==> config.mk <==
export PLATFORM = sky130hd
export DESIGN_NAME = tdmcfg_top
export DESIGN_NICKNAME = d
export VERILOG_FILES = /design/src/logic/tdmcfg_pkg.sv /design/src/logic/tdmcfg_top.sv
export SDC_FILE = /design/constraint.sdc
export NUM_CORES = 1
export LEC_CHECK = 0
export CORE_UTILIZATION = 55
export CTS_CLUSTER_DIAMETER = 120
export DETAILED_ROUTE_END_ITERATION = 8
export DONT_BUFFER_PORTS = 1
export GPL_TIMING_DRIVEN = 0
export PLACE_DENSITY = 0.68
export SYNTH_ARGS = -nofsm -noshare
export SYNTH_HDL_FRONTEND = slang
export SYNTH_SLANG_ARGS = --single-unit
==> constraint.sdc <==
create_clock -name core_clk -period 1.9 [get_ports core_clk]
set_input_delay 0.095 -clock core_clk [delete_from_list [all_inputs] [get_ports core_clk]]
set_output_delay 0.095 -clock core_clk [all_outputs]
set_load 0.03 [all_outputs]
==> src/logic/tdmcfg_pkg.sv <==
// tdmcfg package: register map, field layout, codes and state types
package tdmcfg_pkg;

    // ========================================
    // register map and layout
    localparam int          ADDR_W        = 8;
    localparam int          STREAMS       = 16;
    localparam logic [7:0]  ADDR_BP_CFG   = 8'h00;
    localparam logic [7:0]  ADDR_LB_CFG   = 8'h04;
    localparam logic [15:0] BP_CFG_RESET  = 16'h0000;
    localparam logic [15:0] LB_CFG_RESET  = 16'h0000;
    localparam logic [15:0] BP_WR_MASK    = 16'h0fff;
    localparam int          BP_FP_POS     = 0;
    localparam int          BP_SMPL_POS   = 2;
    localparam int          BP_RATE_POS   = 4;
    localparam int          BP_DERIVE_POS = 6;
    localparam int          BP_TYPE_POS   = 7;
    localparam int          BP_MASTER_POS = 8;
    localparam int          BP_ALT_POS    = 9;
    localparam int          BP_HOLD_POS   = 11;
    localparam int          LB_FP_POS     = 0;
    localparam int          LB_SMPL_POS   = 2;
    localparam int          LB_DIV_POS    = 6;
    localparam int          LB_TOLOC_POS  = 8;
    localparam int          LB_TOBP_POS   = 12;

    // ========================================
    // field codes
    localparam logic [1:0]  FP_LOW_HALF   = 2'h0;
    localparam logic [1:0]  FP_HIGH_FULL  = 2'h3;
    localparam logic [1:0]  SMPL_END      = 2'h0;
    localparam logic [1:0]  SMPL_RSVD     = 2'h3;
    localparam logic [1:0]  RATE_2M       = 2'h0;
    localparam logic [1:0]  RATE_4M       = 2'h1;
    localparam logic [1:0]  RATE_8M       = 2'h2;
    localparam logic [7:0]  SLOTS_2M      = 8'h20;
    localparam logic [7:0]  SLOTS_4M      = 8'h40;
    localparam logic [7:0]  SLOTS_8M      = 8'h80;
    localparam logic [1:0]  DIV_1         = 2'h0;
    localparam logic [1:0]  DIV_2         = 2'h1;
    localparam logic [1:0]  DIV_4         = 2'h2;
    localparam logic [1:0]  PIN_A_FAIL_IN = 2'h3;
    localparam int          ACK_BIT       = 1;

    // ========================================
    // types
    typedef enum logic [1:0] {
        BUS_IDLE = 2'b01,
        BUS_ACK  = 2'b10
    } tdmcfg_bus_e;

    typedef struct packed {
        logic dclk_oe;
        logic bclk_oe;
        logic fp_oe;
        logic fp_high;
        logic diff_clk;
        logic derive;
        logic fast_hold;
        logic mc_en;
    } tdmcfg_ctl_s;

    typedef struct packed {
        tdmcfg_bus_e          bus;
        logic [15:0]          bp_cfg;
        logic [15:0]          lb_cfg;
        logic [31:0]          rdata;
        tdmcfg_ctl_s          ctl;
        logic [1:0]           bp_smpl;
        logic [1:0]           lb_smpl;
        logic [7:0]           slots;
        logic                 lb_fp_high;
        logic                 pin_a_out;
        logic                 pin_a_oe;
        logic                 bclk_q;
        logic [1:0]           edge_cnt;
        logic                 loc_clk;
        logic                 loc_out;
        logic [STREAMS-1:0]   bp_out;
        logic [STREAMS-1:0]   bp_oe;
    } tdmcfg_state_s;

endpackage

==> src/logic/tdmcfg_top.sv <==
// tdmcfg_top: backplane and local bus timing configuration block
//
// Notes on behaviour
// - frame pulse code 00 active-low half period, 11 active-high full period
// - active-high pulse needs master or no clock derivation; message channel off
// - sample point 00 end, 01 three quarters, 10 half, 11 reserved
// - rate 00 2MHz/32 slots, 01 4MHz/64, 10 8MHz/128, 11 reserved
// - derive bit 0 normal bit clock, 1 derive it from double-rate clock
// - slave with derivation keeps bit clock pin undriven
// - clock type picks single-ended or differential slave clock input
// - master select drives double-rate clock, bit clock, frame pulse
// - alternate master drives clocks only while clock failure is high
// - alternate master needs general pin A configured as clock-failure line
// - hold bit 0 fast bus timing, 1 slow bus timing
// - backplane bits 15:12 read zero
// - local frame pulse uses backplane encoding on local bit clock
// - local division 00 direct, 01 by two, 10 by four
// - four-bit field picks backplane input routed to local output
// - four-bit field picks backplane output carrying local input
// - pin A as clock-failure line driven low while master, else input
`timescale 1ns/1ns

module tdmcfg_top
    import tdmcfg_pkg::*;
(
    input  wire logic                              core_clk,
    input  wire logic                              rst,
    input  wire logic                              wb_cyc_i,
    input  wire logic                              wb_stb_i,
    input  wire logic                              wb_we_i,
    input  wire logic [tdmcfg_pkg::ADDR_W-1:0]     wb_adr_i,
    input  wire logic [3:0]                        wb_sel_i,
    input  wire logic [31:0]                       wb_dat_i,
    output logic [31:0]                            wb_dat_o,
    output logic                                   wb_ack_o,
    input  wire logic                              clock_failure_status,
    input  wire logic [1:0]                        general_pin_a_config,
    input  wire logic                              bit_clock_in,
    input  wire logic [tdmcfg_pkg::STREAMS-1:0]    backplane_serial_in,
    input  wire logic                              local_serial_input,
    output tdmcfg_pkg::tdmcfg_ctl_s                ctl,
    output logic [1:0]                             backplane_sample_point,
    output logic [1:0]                             local_sample_point,
    output logic [7:0]                             slots_per_frame,
    output logic                                   local_frame_pulse_high,
    output logic                                   general_pin_a_out,
    output logic                                   general_pin_a_oe,
    output logic                                   local_bit_clock,
    output logic                                   local_serial_output,
    output logic [tdmcfg_pkg::STREAMS-1:0]         backplane_serial_out,
    output logic [tdmcfg_pkg::STREAMS-1:0]         backplane_serial_oe
);
    import tdmcfg_pkg::*;

    tdmcfg_state_s state_r;
    tdmcfg_state_s state_nxt;

    logic       eff_master;
    logic       bclk_rise;
    logic       req;
    logic [3:0] to_loc_sel;
    logic [3:0] to_bp_sel;
    logic [1:0] bp_fp;
    logic [1:0] lb_fp;

    // ========================================
    // decode helpers
    assign bp_fp      = state_r.bp_cfg[BP_FP_POS +: 2];
    assign lb_fp      = state_r.lb_cfg[LB_FP_POS +: 2];
    assign to_loc_sel = state_r.lb_cfg[LB_TOLOC_POS +: 4];
    assign to_bp_sel  = state_r.lb_cfg[LB_TOBP_POS +: 4];
    assign bclk_rise  = bit_clock_in & ~state_r.bclk_q;
    assign req        = wb_cyc_i & wb_stb_i;
    assign eff_master = state_r.bp_cfg[BP_MASTER_POS]
                      | (state_r.bp_cfg[BP_ALT_POS]
                         & (general_pin_a_config == PIN_A_FAIL_IN)
                         & clock_failure_status);

    // ========================================
    // next state
    always_comb
    begin
        state_nxt = state_r;

        // wishbone slave, one ack per request, registered the cycle after it is seen
        unique case (state_r.bus)
            BUS_IDLE:
            begin
                if (req)
                begin
                    state_nxt.bus   = BUS_ACK;
                    state_nxt.rdata = 32'h0000_0000;
                    if (wb_adr_i == ADDR_BP_CFG)
                    begin
                        if (wb_we_i)
                        begin
                            // upper nibble held at zero
                            if (wb_sel_i[0])
                                state_nxt.bp_cfg[7:0] = wb_dat_i[7:0];
                            if (wb_sel_i[1])
                                state_nxt.bp_cfg[15:8] = wb_dat_i[15:8] & BP_WR_MASK[15:8];
                        end
                        state_nxt.rdata = {16'h0000, state_r.bp_cfg & BP_WR_MASK};
                    end
                    else if (wb_adr_i == ADDR_LB_CFG)
                    begin
                        if (wb_we_i)
                        begin
                            if (wb_sel_i[0])
                                state_nxt.lb_cfg[7:0] = wb_dat_i[7:0];
                            if (wb_sel_i[1])
                                state_nxt.lb_cfg[15:8] = wb_dat_i[15:8];
                        end
                        state_nxt.rdata = {16'h0000, state_r.lb_cfg};
                    end
                end
            end
            BUS_ACK:
            begin
                state_nxt.bus = BUS_IDLE;
            end
            default:
            begin
                state_nxt.bus = BUS_IDLE;
            end
        endcase

        // clock and frame pulse drivers
        state_nxt.ctl.dclk_oe  = eff_master;
        state_nxt.ctl.fp_oe    = eff_master;
        state_nxt.ctl.fp_high  = (bp_fp == FP_HIGH_FULL);
        // active-high pulse in slave mode forbids derivation
        state_nxt.ctl.derive   = state_r.bp_cfg[BP_DERIVE_POS]
                               & ~(state_nxt.ctl.fp_high & ~eff_master);
        state_nxt.ctl.bclk_oe  = eff_master;
        state_nxt.ctl.diff_clk = state_r.bp_cfg[BP_TYPE_POS] & ~eff_master;
        state_nxt.ctl.fast_hold = ~state_r.bp_cfg[BP_HOLD_POS];
        state_nxt.ctl.mc_en    = ~state_nxt.ctl.fp_high;

        // sampling points, reserved code falls back to end of bit
        state_nxt.bp_smpl = state_r.bp_cfg[BP_SMPL_POS +: 2];
        if (state_nxt.bp_smpl == SMPL_RSVD)
            state_nxt.bp_smpl = SMPL_END;
        state_nxt.lb_smpl = state_r.lb_cfg[LB_SMPL_POS +: 2];
        if (state_nxt.lb_smpl == SMPL_RSVD)
            state_nxt.lb_smpl = SMPL_END;

        // frame length, reserved rate treated as lowest rate
        unique case (state_r.bp_cfg[BP_RATE_POS +: 2])
            RATE_4M: state_nxt.slots = SLOTS_4M;
            RATE_8M: state_nxt.slots = SLOTS_8M;
            default: state_nxt.slots = SLOTS_2M;
        endcase

        state_nxt.lb_fp_high = (lb_fp == FP_HIGH_FULL);

        // general pin A in clock-failure role
        state_nxt.pin_a_out = 1'b0;
        state_nxt.pin_a_oe  = (general_pin_a_config == PIN_A_FAIL_IN)
                            & eff_master;

        // local bit clock divider
        state_nxt.bclk_q = bit_clock_in;
        unique case (state_r.lb_cfg[LB_DIV_POS +: 2])
            DIV_2:
            begin
                if (bclk_rise)
                    state_nxt.loc_clk = ~state_r.loc_clk;
            end
            DIV_4:
            begin
                if (bclk_rise)
                begin
                    state_nxt.edge_cnt = 2'(state_r.edge_cnt + 2'h1);
                    if (state_r.edge_cnt[0])
                        state_nxt.loc_clk = ~state_r.loc_clk;
                end
            end
            default:
            begin
                state_nxt.loc_clk = bit_clock_in;
            end
        endcase

        // stream routing
        state_nxt.loc_out = backplane_serial_in[to_loc_sel];
        state_nxt.bp_out  = {STREAMS{local_serial_input}};
        state_nxt.bp_oe   = STREAMS'(1) << to_bp_sel;
    end

    // ========================================
    // state register
    always_ff @(posedge core_clk)
    begin
        if (rst)
        begin
            state_r          <= '0;
            state_r.bus      <= BUS_IDLE;
            state_r.bp_cfg   <= BP_CFG_RESET;
            state_r.lb_cfg   <= LB_CFG_RESET;
            state_r.slots    <= SLOTS_2M;
            state_r.ctl.mc_en <= 1'b1;
            state_r.ctl.fast_hold <= 1'b1;
        end
        else
        begin
            state_r <= state_nxt;
        end
    end

    // ========================================
    // outputs
    assign wb_dat_o               = state_r.rdata;
    assign wb_ack_o               = state_r.bus[ACK_BIT];
    assign ctl                    = state_r.ctl;
    assign backplane_sample_point = state_r.bp_smpl;
    assign local_sample_point     = state_r.lb_smpl;
    assign slots_per_frame        = state_r.slots;
    assign local_frame_pulse_high = state_r.lb_fp_high;
    assign general_pin_a_out      = state_r.pin_a_out;
    assign general_pin_a_oe       = state_r.pin_a_oe;
    assign local_bit_clock        = state_r.loc_clk;
    assign local_serial_output    = state_r.loc_out;
    assign backplane_serial_out   = state_r.bp_out;
    assign backplane_serial_oe    = state_r.bp_oe;
endmodule

==> results of run 1 <==
-- worst min-delay path: stages --
cell and delay (ns):
mux2i_1 0.04, nand3b_1 0.07, o2111ai_1 0.09, o21ai_1 0.07
-- logic make-up (layout without fill, tap and decap cells) --
kind of cell	Yosys count	after routing
XOR/XNOR	1	1
adder cells (fa/ha/maj)	4	4
multiplexers	6	6
other	1	22
AND/OR/NAND/NOR	125	125
AO/OA/AOI/OAI	79	79
flip-flops	82	82
buffers and inverters	122	161
-- cell usage in the layout, fill, tap and decap left out, types with 2 or more instances in the layout --
cell and count:
a21oi_1 29, a311oi_1 2, a32o_1 3, a32oi_1 12, and3_1 2, and4_1 2, buf_2 6, buf_4 93
clkbuf_1 14, clkbuf_8 9, clkinvlp_4 2, conb_1 22, dfxtp_1 82, dlygate4sd3_1 23, ha_1 4, inv_1 10
mux2i_1 4, mux4_2 2, nand2_1 20, nand2b_1 6, nand3_1 41, nand3b_1 4, nand4_1 3, nand4b_1 2
nor2_1 21, nor2_2 2, nor2b_1 2, nor3_1 4, nor3b_1 4, nor3b_4 2, o21ai_0 12, o21ai_1 17
or2_2 2
-- worst paths after layout --
path,from,to,slack [ns],depth (start not counted)
worst min-delay path,backplane_serial_in[2],local_serial_output,0.06,4
worst max register to register,wb_ack_o,wb_dat_o[1],0.12,5
worst min register to register,state_r[119],ctl[1],0.44,1
worst max-delay path,wb_ack_o,wb_dat_o[1],0.12,5
-- state kept, by name, summed over array words and instances, names as in the netlist, 2 cells and up --
signal	count
state_r	27
backplane_serial_oe	16
wb_dat_o	16
ctl	6
slots_per_frame	3
backplane_sample_point	2
bp_fp	2
lb_fp	2
local_sample_point	2
-- repair_timing --
item,4_1_cts,5_1_grt
hold endpoints to repair,34,0
endpoints found under the setup margin,0,12
resized for setup,0,3
hold buffers,23,0
-- routing by layer --
metal	part of all wire [%]	vias up	global-route usage (%)	wire length [um]
met5	0	-	0	0
li1	-	1451	-	-
met3	8.9	12	3.70	767
met4	1.5	0	9.40	130
met1	41	1383	31.2	3520
met2	49	158	41.8	4230
-- synthesized netlist by cell type (2+ instances only) --
library cell	n	area (um^2)
inv_1	10	37.5
buf_2	6	30.0
a32oi_1	12	105
nand4b_1	2	17.5
and3_1	2	12.5
mux4_2	2	45.0
nor3b_4	2	37.5
nand2b_1	6	37.5
nor2_1	22	82.6
a32o_1	3	30.0
a311oi_1	2	17.5
nand4_1	3	18.8
ha_1	4	50.1
o21ai_1	17	85.1
nor2b_1	2	12.5
nand3_1	41	205
and4_1	2	17.5
clkbuf_1	13	48.8
o21ai_0	12	60.1
a21oi_1	29	145
nand2_1	20	75.1
mux2i_1	4	40.0
nor3b_1	4	30.0
dfxtp_1	82	1640
buf_4	93	698
or2_2	2	12.5
nor3_1	4	20.0
nand3b_1	4	30.0
-- power groups by stage --
stage / clock network (W) / logic, W / registers [W]
floorplan: 0 / 0.000221 / 0.00178
global placement: 0 / 0.000247 / 0.00178
detailed placement: 0 / 0.000248 / 0.00178
CTS: 0.00127 / 0.000291 / 0.00174
global route: 0.00135 / 0.000312 / 0.00174
finish: 0.00126 / 0.000295 / 0.00174
-- layout make-up --
class	count	area, um^2	area share [%]
sequential	82	1640	37.5
multi-input combinational	237	1400	32.0
buffer	112	778	17.8
timing repair buffer	23	230	5.26
clock buffer	11	131	3.00
tap	77	96.3	2.20
clock inverter	5	62.6	1.43
inverter	10	37.5	0.857
-- stage by stage --
stage | utilization [%] | worst slack (ns) | power [W] | instance area (um^2)
3_5_place_dp | 60.8 | 0.0541 | 0.00203 | 3950
6_report | 67.4 | 0.122 | 0.00329 | 4380
5_1_grt | 67.4 | 0.0260 | 0.00340 | 4380
3_3_place_gp | 60.8 | 0.0616 | 0.00203 | 3950
2_1_floorplan | - | 0.308 | 0.00200 | 3850
4_1_cts | 67.4 | 0.0168 | 0.00330 | 4380
==> impl_metrics.json, run 1 <==
{
  "status": "complete, but fails checks",
  "violations": "design-rule violations",
  "dieArea_um2": 7200,
  "drive_above_1_share_pct": 26.3,
  "synth.area.mux_share_pct": 2.25,
  "fin_skew_ns": 0.00471,
  "switching_power_w": 0.000839,
  "post_cts_buffers": 0,
  "report.final.setup_viol": 0,
  "hpwl_um": 5960,
  "crit_slowest_cell": "nor3b_4",
  "core-area_um2": 6490,
  "worst_slew_pin_slew_ns": 0.642,
  "finalNonFillerCells": 557,
  "synth_xor_area_share_pct": 0.232,
  "syn-cell-area_um2": 3780,
  "synthAdderAreaFrac_pct": 1.33,
  "clk_pin_slew_ns": 0.08,
  "p_seq_share_pct": 52.9,
  "drt_iter0_drc": 296,
  "ys_types": 43,
  "grt_pass1_wl_um": 13600,
  "clkLatencyLatePin_ns": 0.35,
  "rsz0062_at_grt": "false",
  "hp-class": "input pin to flip-flop",
  "yosysSeqAreaShare_pct": 43.5,
  "p_leak_nw": 1.84,
  "std_cell_rows": 29,
  "hold_viol": 0,
  "cts_sinks": 82,
  "grt_overflow": 0,
  "critPathLaunchType": "flip-flop",
  "critPathCaptureType": "flip-flop",
  "grt_start_max_net_pins": 17,
  "nets": 549,
  "p_clk_share_pct": 38.2,
  "slew_viol_final": 0,
  "portBuffers": 0,
  "ioPinCount": 160,
  "slew_headroom_pct": 57.2,
  "fmaxAchievable_ghz": 0.563,
  "synth_ff_type": "dfxtp_1",
  "viasPerCell": 5.39,
  "synthCells": 420,
  "placedCellCount": 518,
  "ys_ff_latch": 82,
  "vdd_drop_max_uv": 501,
  "power.density_nw_per_um2": 751,
  "dr.pass1.iters": 9,
  "postRouteAntennaNets": 0,
  "die_w_um": 84.9,
  "pwr-share-comb_pct": 9.0,
  "internal-power_w": 0.00245,
  "syn_area_per_cell_um2": 8.99,
  "fin_tns_setup_ns": 0,
  "synthArstFlopShare_pct": 0,
  "crit_chain": "nand4b_1 > nor3b_4 > buf_2 > nand3_1 > nand2_1",
  "place.gp.congestion": 0.867,
  "area_growth_pct": 16.0,
  "drv_cap": 0,
  "crit_arrival_ns": 2.08,
  "fin_crit_ns": 1.78,
  "diodes": 0,
  "clockBufferDepth": 2,
  "synth_edf_count": 0,
  "layout_worst_path_cycle_share_pct": 93.6,
  "antenna_found_initial": 0,
  "cts_tree": "done",
  "synth_warnings": 0,
  "crit_family": "simple AND/OR/NAND/NOR gates",
  "synth_top_family_by_area": "buffers and inverters",
  "cp_slowest_stage_delay_ns": 0.46,
  "start_util_pct": 58.1,
  "via_count": 3004,
  "grt_pass1_vias": 2693,
  "hold-worst-slack_ns": 0.0611,
  "die_h_um": 84.9,
  "synth_compound_area_share_pct": 12.6,
  "crit_required_ns": 2.21,
  "drt-wirelength-per-cell_um": 15.5,
  "drc_errors": 12,
  "grt.total_usage_pct": 24.4,
  "h-tree-depth": 3,
  "cts_made_buffers": 9,
  "nFillCells": 601,
  "cts-root-buf": "clkbuf_8",
  "swShare_pct": 25.5,
  "wl_um": 8650,
  "worstSetupPathType": "flip-flop to flip-flop",
  "synthSimpleGateAreaFrac_pct": 18.4,
  "path_max_fanout": 10,
  "cp_num_buf_inv": 1
}
Note: power is estimated with default switching activity, not from simulation.
==> inputs of run 2 (changes only) <==
MAX_ROUTING_LAYER = met4   (was unset)
clock period = 2.27 ns   (was 1.9 ns; I/O delays follow)
==> impl_metrics.json, run 2 (synthesis gave the netlist of run 1 again) <==
{
  "hold_buffers": 25,
  "fmaxAchievable_ghz": 0.507,
  "grt_pass1_vias": 2708,
  "postLayoutCoreUtil_pct": 67.7,
  "grt_overflow": 0,
  "die_h_um": 84.9,
  "antenna_found_initial": 0,
  "rsz0062_at_grt": "false",
  "std_cell_rows": 29,
  "fin_skew_ns": 0.00682,
  "via_count": 3014,
  "critPathCaptureType": "flip-flop",
  "largest_register_ffs": 27,
  "drive_above_1_share_pct": 25.7,
  "dieArea_um2": 7200,
  "layout_worst_path_cycle_share_pct": 87.0,
  "p_leak_nw": 1.84,
  "pwr-share-comb_pct": 9.0,
  "dr.pass1.iters": 9,
  "route.met3.wl_um": 731,
  "switching_power_w": 0.000699,
  "p_clk_share_pct": 38.1,
  "nets": 551,
  "final_common_cell": "buf_4",
  "status": "complete, but fails checks",
  "crit_family": "buffers and inverters",
  "drt-met1-wl_um": 3560,
  "path_max_fanout": 8,
  "dr_wl_met2_um": 4240,
  "diodes": 0,
  "post_cts_buffers": 0,
  "slew_headroom_pct": 56.4,
  "drt_iter0_drc": 228,
  "report.final.setup_viol": 0,
  "clkLatencyLatePin_ns": 0.35,
  "crit_chain": "and4b_1 > buf_4 > and3_1 > nand3_1 > dlygate4sd3_1 > a21oi_1",
  "wl_um": 8670,
  "die_w_um": 84.9,
  "grt.total_usage_pct": 25.2,
  "core-area_um2": 6490,
  "cts_made_buffers": 9,
  "placedCellCount": 518,
  "cts_tree": "done",
  "grt_start_max_net_pins": 17,
  "cp_slowest_stage_delay_ns": 0.55,
  "drc_errors": 12,
  "final_area_um2": 4400,
  "grt_pass1_wl_um": 13600,
  "largest_register": "state_r",
  "multiInputGateArea_um2": 1400,
  "regArea_um2": 1640,
  "fin_crit_ns": 1.97,
  "dpl-instance-area_um2": 3950,
  "portBuffers": 0,
  "cts_resized": 0,
  "p_seq_share_pct": 52.9,
  "hold_viol": 0,
  "area_growth_pct": 16.4,
  "viasPerCell": 5.39,
  "cts_sinks": 82,
  "hp-class": "input pin to flip-flop",
  "fin_tns_setup_ns": 0,
  "cp_num_buf_inv": 2,
  "clockBufferDepth": 2,
  "internal-power_w": 0.00205,
  "crit_slowest_cell": "dlygate4sd3_1",
  "ioPinCount": 160,
  "cts-root-buf": "clkbuf_8",
  "worstSetupPathType": "flip-flop to flip-flop",
  "hpwl_um": 5960,
  "swShare_pct": 25.4,
  "start_util_pct": 58.1,
  "most-common-layout-cells": "buf_4, dfxtp_1, nand3_1",
  "crit_arrival_ns": 2.19,
  "clk_pin_slew_ns": 0.08,
  "drv_cap": 0,
  "power.density_nw_per_um2": 626,
  "drt-wirelength-per-cell_um": 15.5,
  "critPathLaunchType": "flip-flop",
  "slew_viol_final": 0,
  "nFillCells": 600,
  "postRouteAntennaNets": 0,
  "finalNonFillerCells": 559,
  "place.gp.congestion": 0.881,
  "hold-worst-slack_ns": 0.0155,
  "violations": "design-rule violations",
  "crit_required_ns": 2.49,
  "top_layer_used": "met4",
  "h-tree-depth": 3,
  "worst_slew_pin_slew_ns": 0.654,
  "vdd_drop_max_uv": 420
}
-- run 2: changes by cell type in the layout (fill, tap and decap cells not counted) --
cell | previous run | this run
dlygate4sd3_1 | 23 | 25
clkbuf_1 | 14 | 15
clkbuf_2 | 1 | 0
nor2_1 | 21 | 22
nor2_2 | 2 | 1
-- run 2: final timing paths --
check	startpoint	cells past startpoint	slack [ns]	endpoint
min reg2reg	state_r[119]	1	0.45	ctl[1]
min	bit_clock_in	3	0.02	state_r[34]
max	wb_ack_o	6	0.30	state_r[117]
max reg2reg	wb_ack_o	6	0.30	state_r[117]
-- run 2: routing by layer --
metal,track usage [%],vias up
li1,-,1459
met1,31.3,1396
met2,42.1,148
met3,3.50,11
met4,9.40,0
met5,-,-
-- run 2: stage by stage --
step                      setup slack [ns]  total power (W)
final                                0.296          0.00275
after global routing                 0.225          0.00284
after CTS                            0.303          0.00276
after detailed placement             0.424          0.00170
after global placement               0.432          0.00170
after floorplan                      0.678          0.00167
-- run 2: final cells by class --
type | instances | area share [%]
flip-flops and latches | 82 | 37.3
multi-input cells | 237 | 31.8
plain buffers | 112 | 17.7
repair buffers | 25 | 5.69
clock buffers | 11 | 2.99
well taps | 77 | 2.19
clock inverters | 5 | 1.42
inverters | 10 | 0.854
-- run 2: power groups by stage --
stage | Clock (W) | Combinational, W | Sequential, W
CTS | 0.00106 | 0.000244 | 0.00146
floorplan | 0 | 0.000185 | 0.00149
finish | 0.00105 | 0.000247 | 0.00146
global placement | 0 | 0.000207 | 0.00149
global route | 0.00112 | 0.000261 | 0.00146
detailed placement | 0 | 0.000208 | 0.00149
-- run 2: worst reg2reg max path: stages, from the launching register on --
cell           delay, ns
dfxtp_1             0.52
and4b_1             0.24
buf_4               0.15
and3_1              0.23
nand3_1             0.10
dlygate4sd3_1       0.55
a21oi_1             0.06
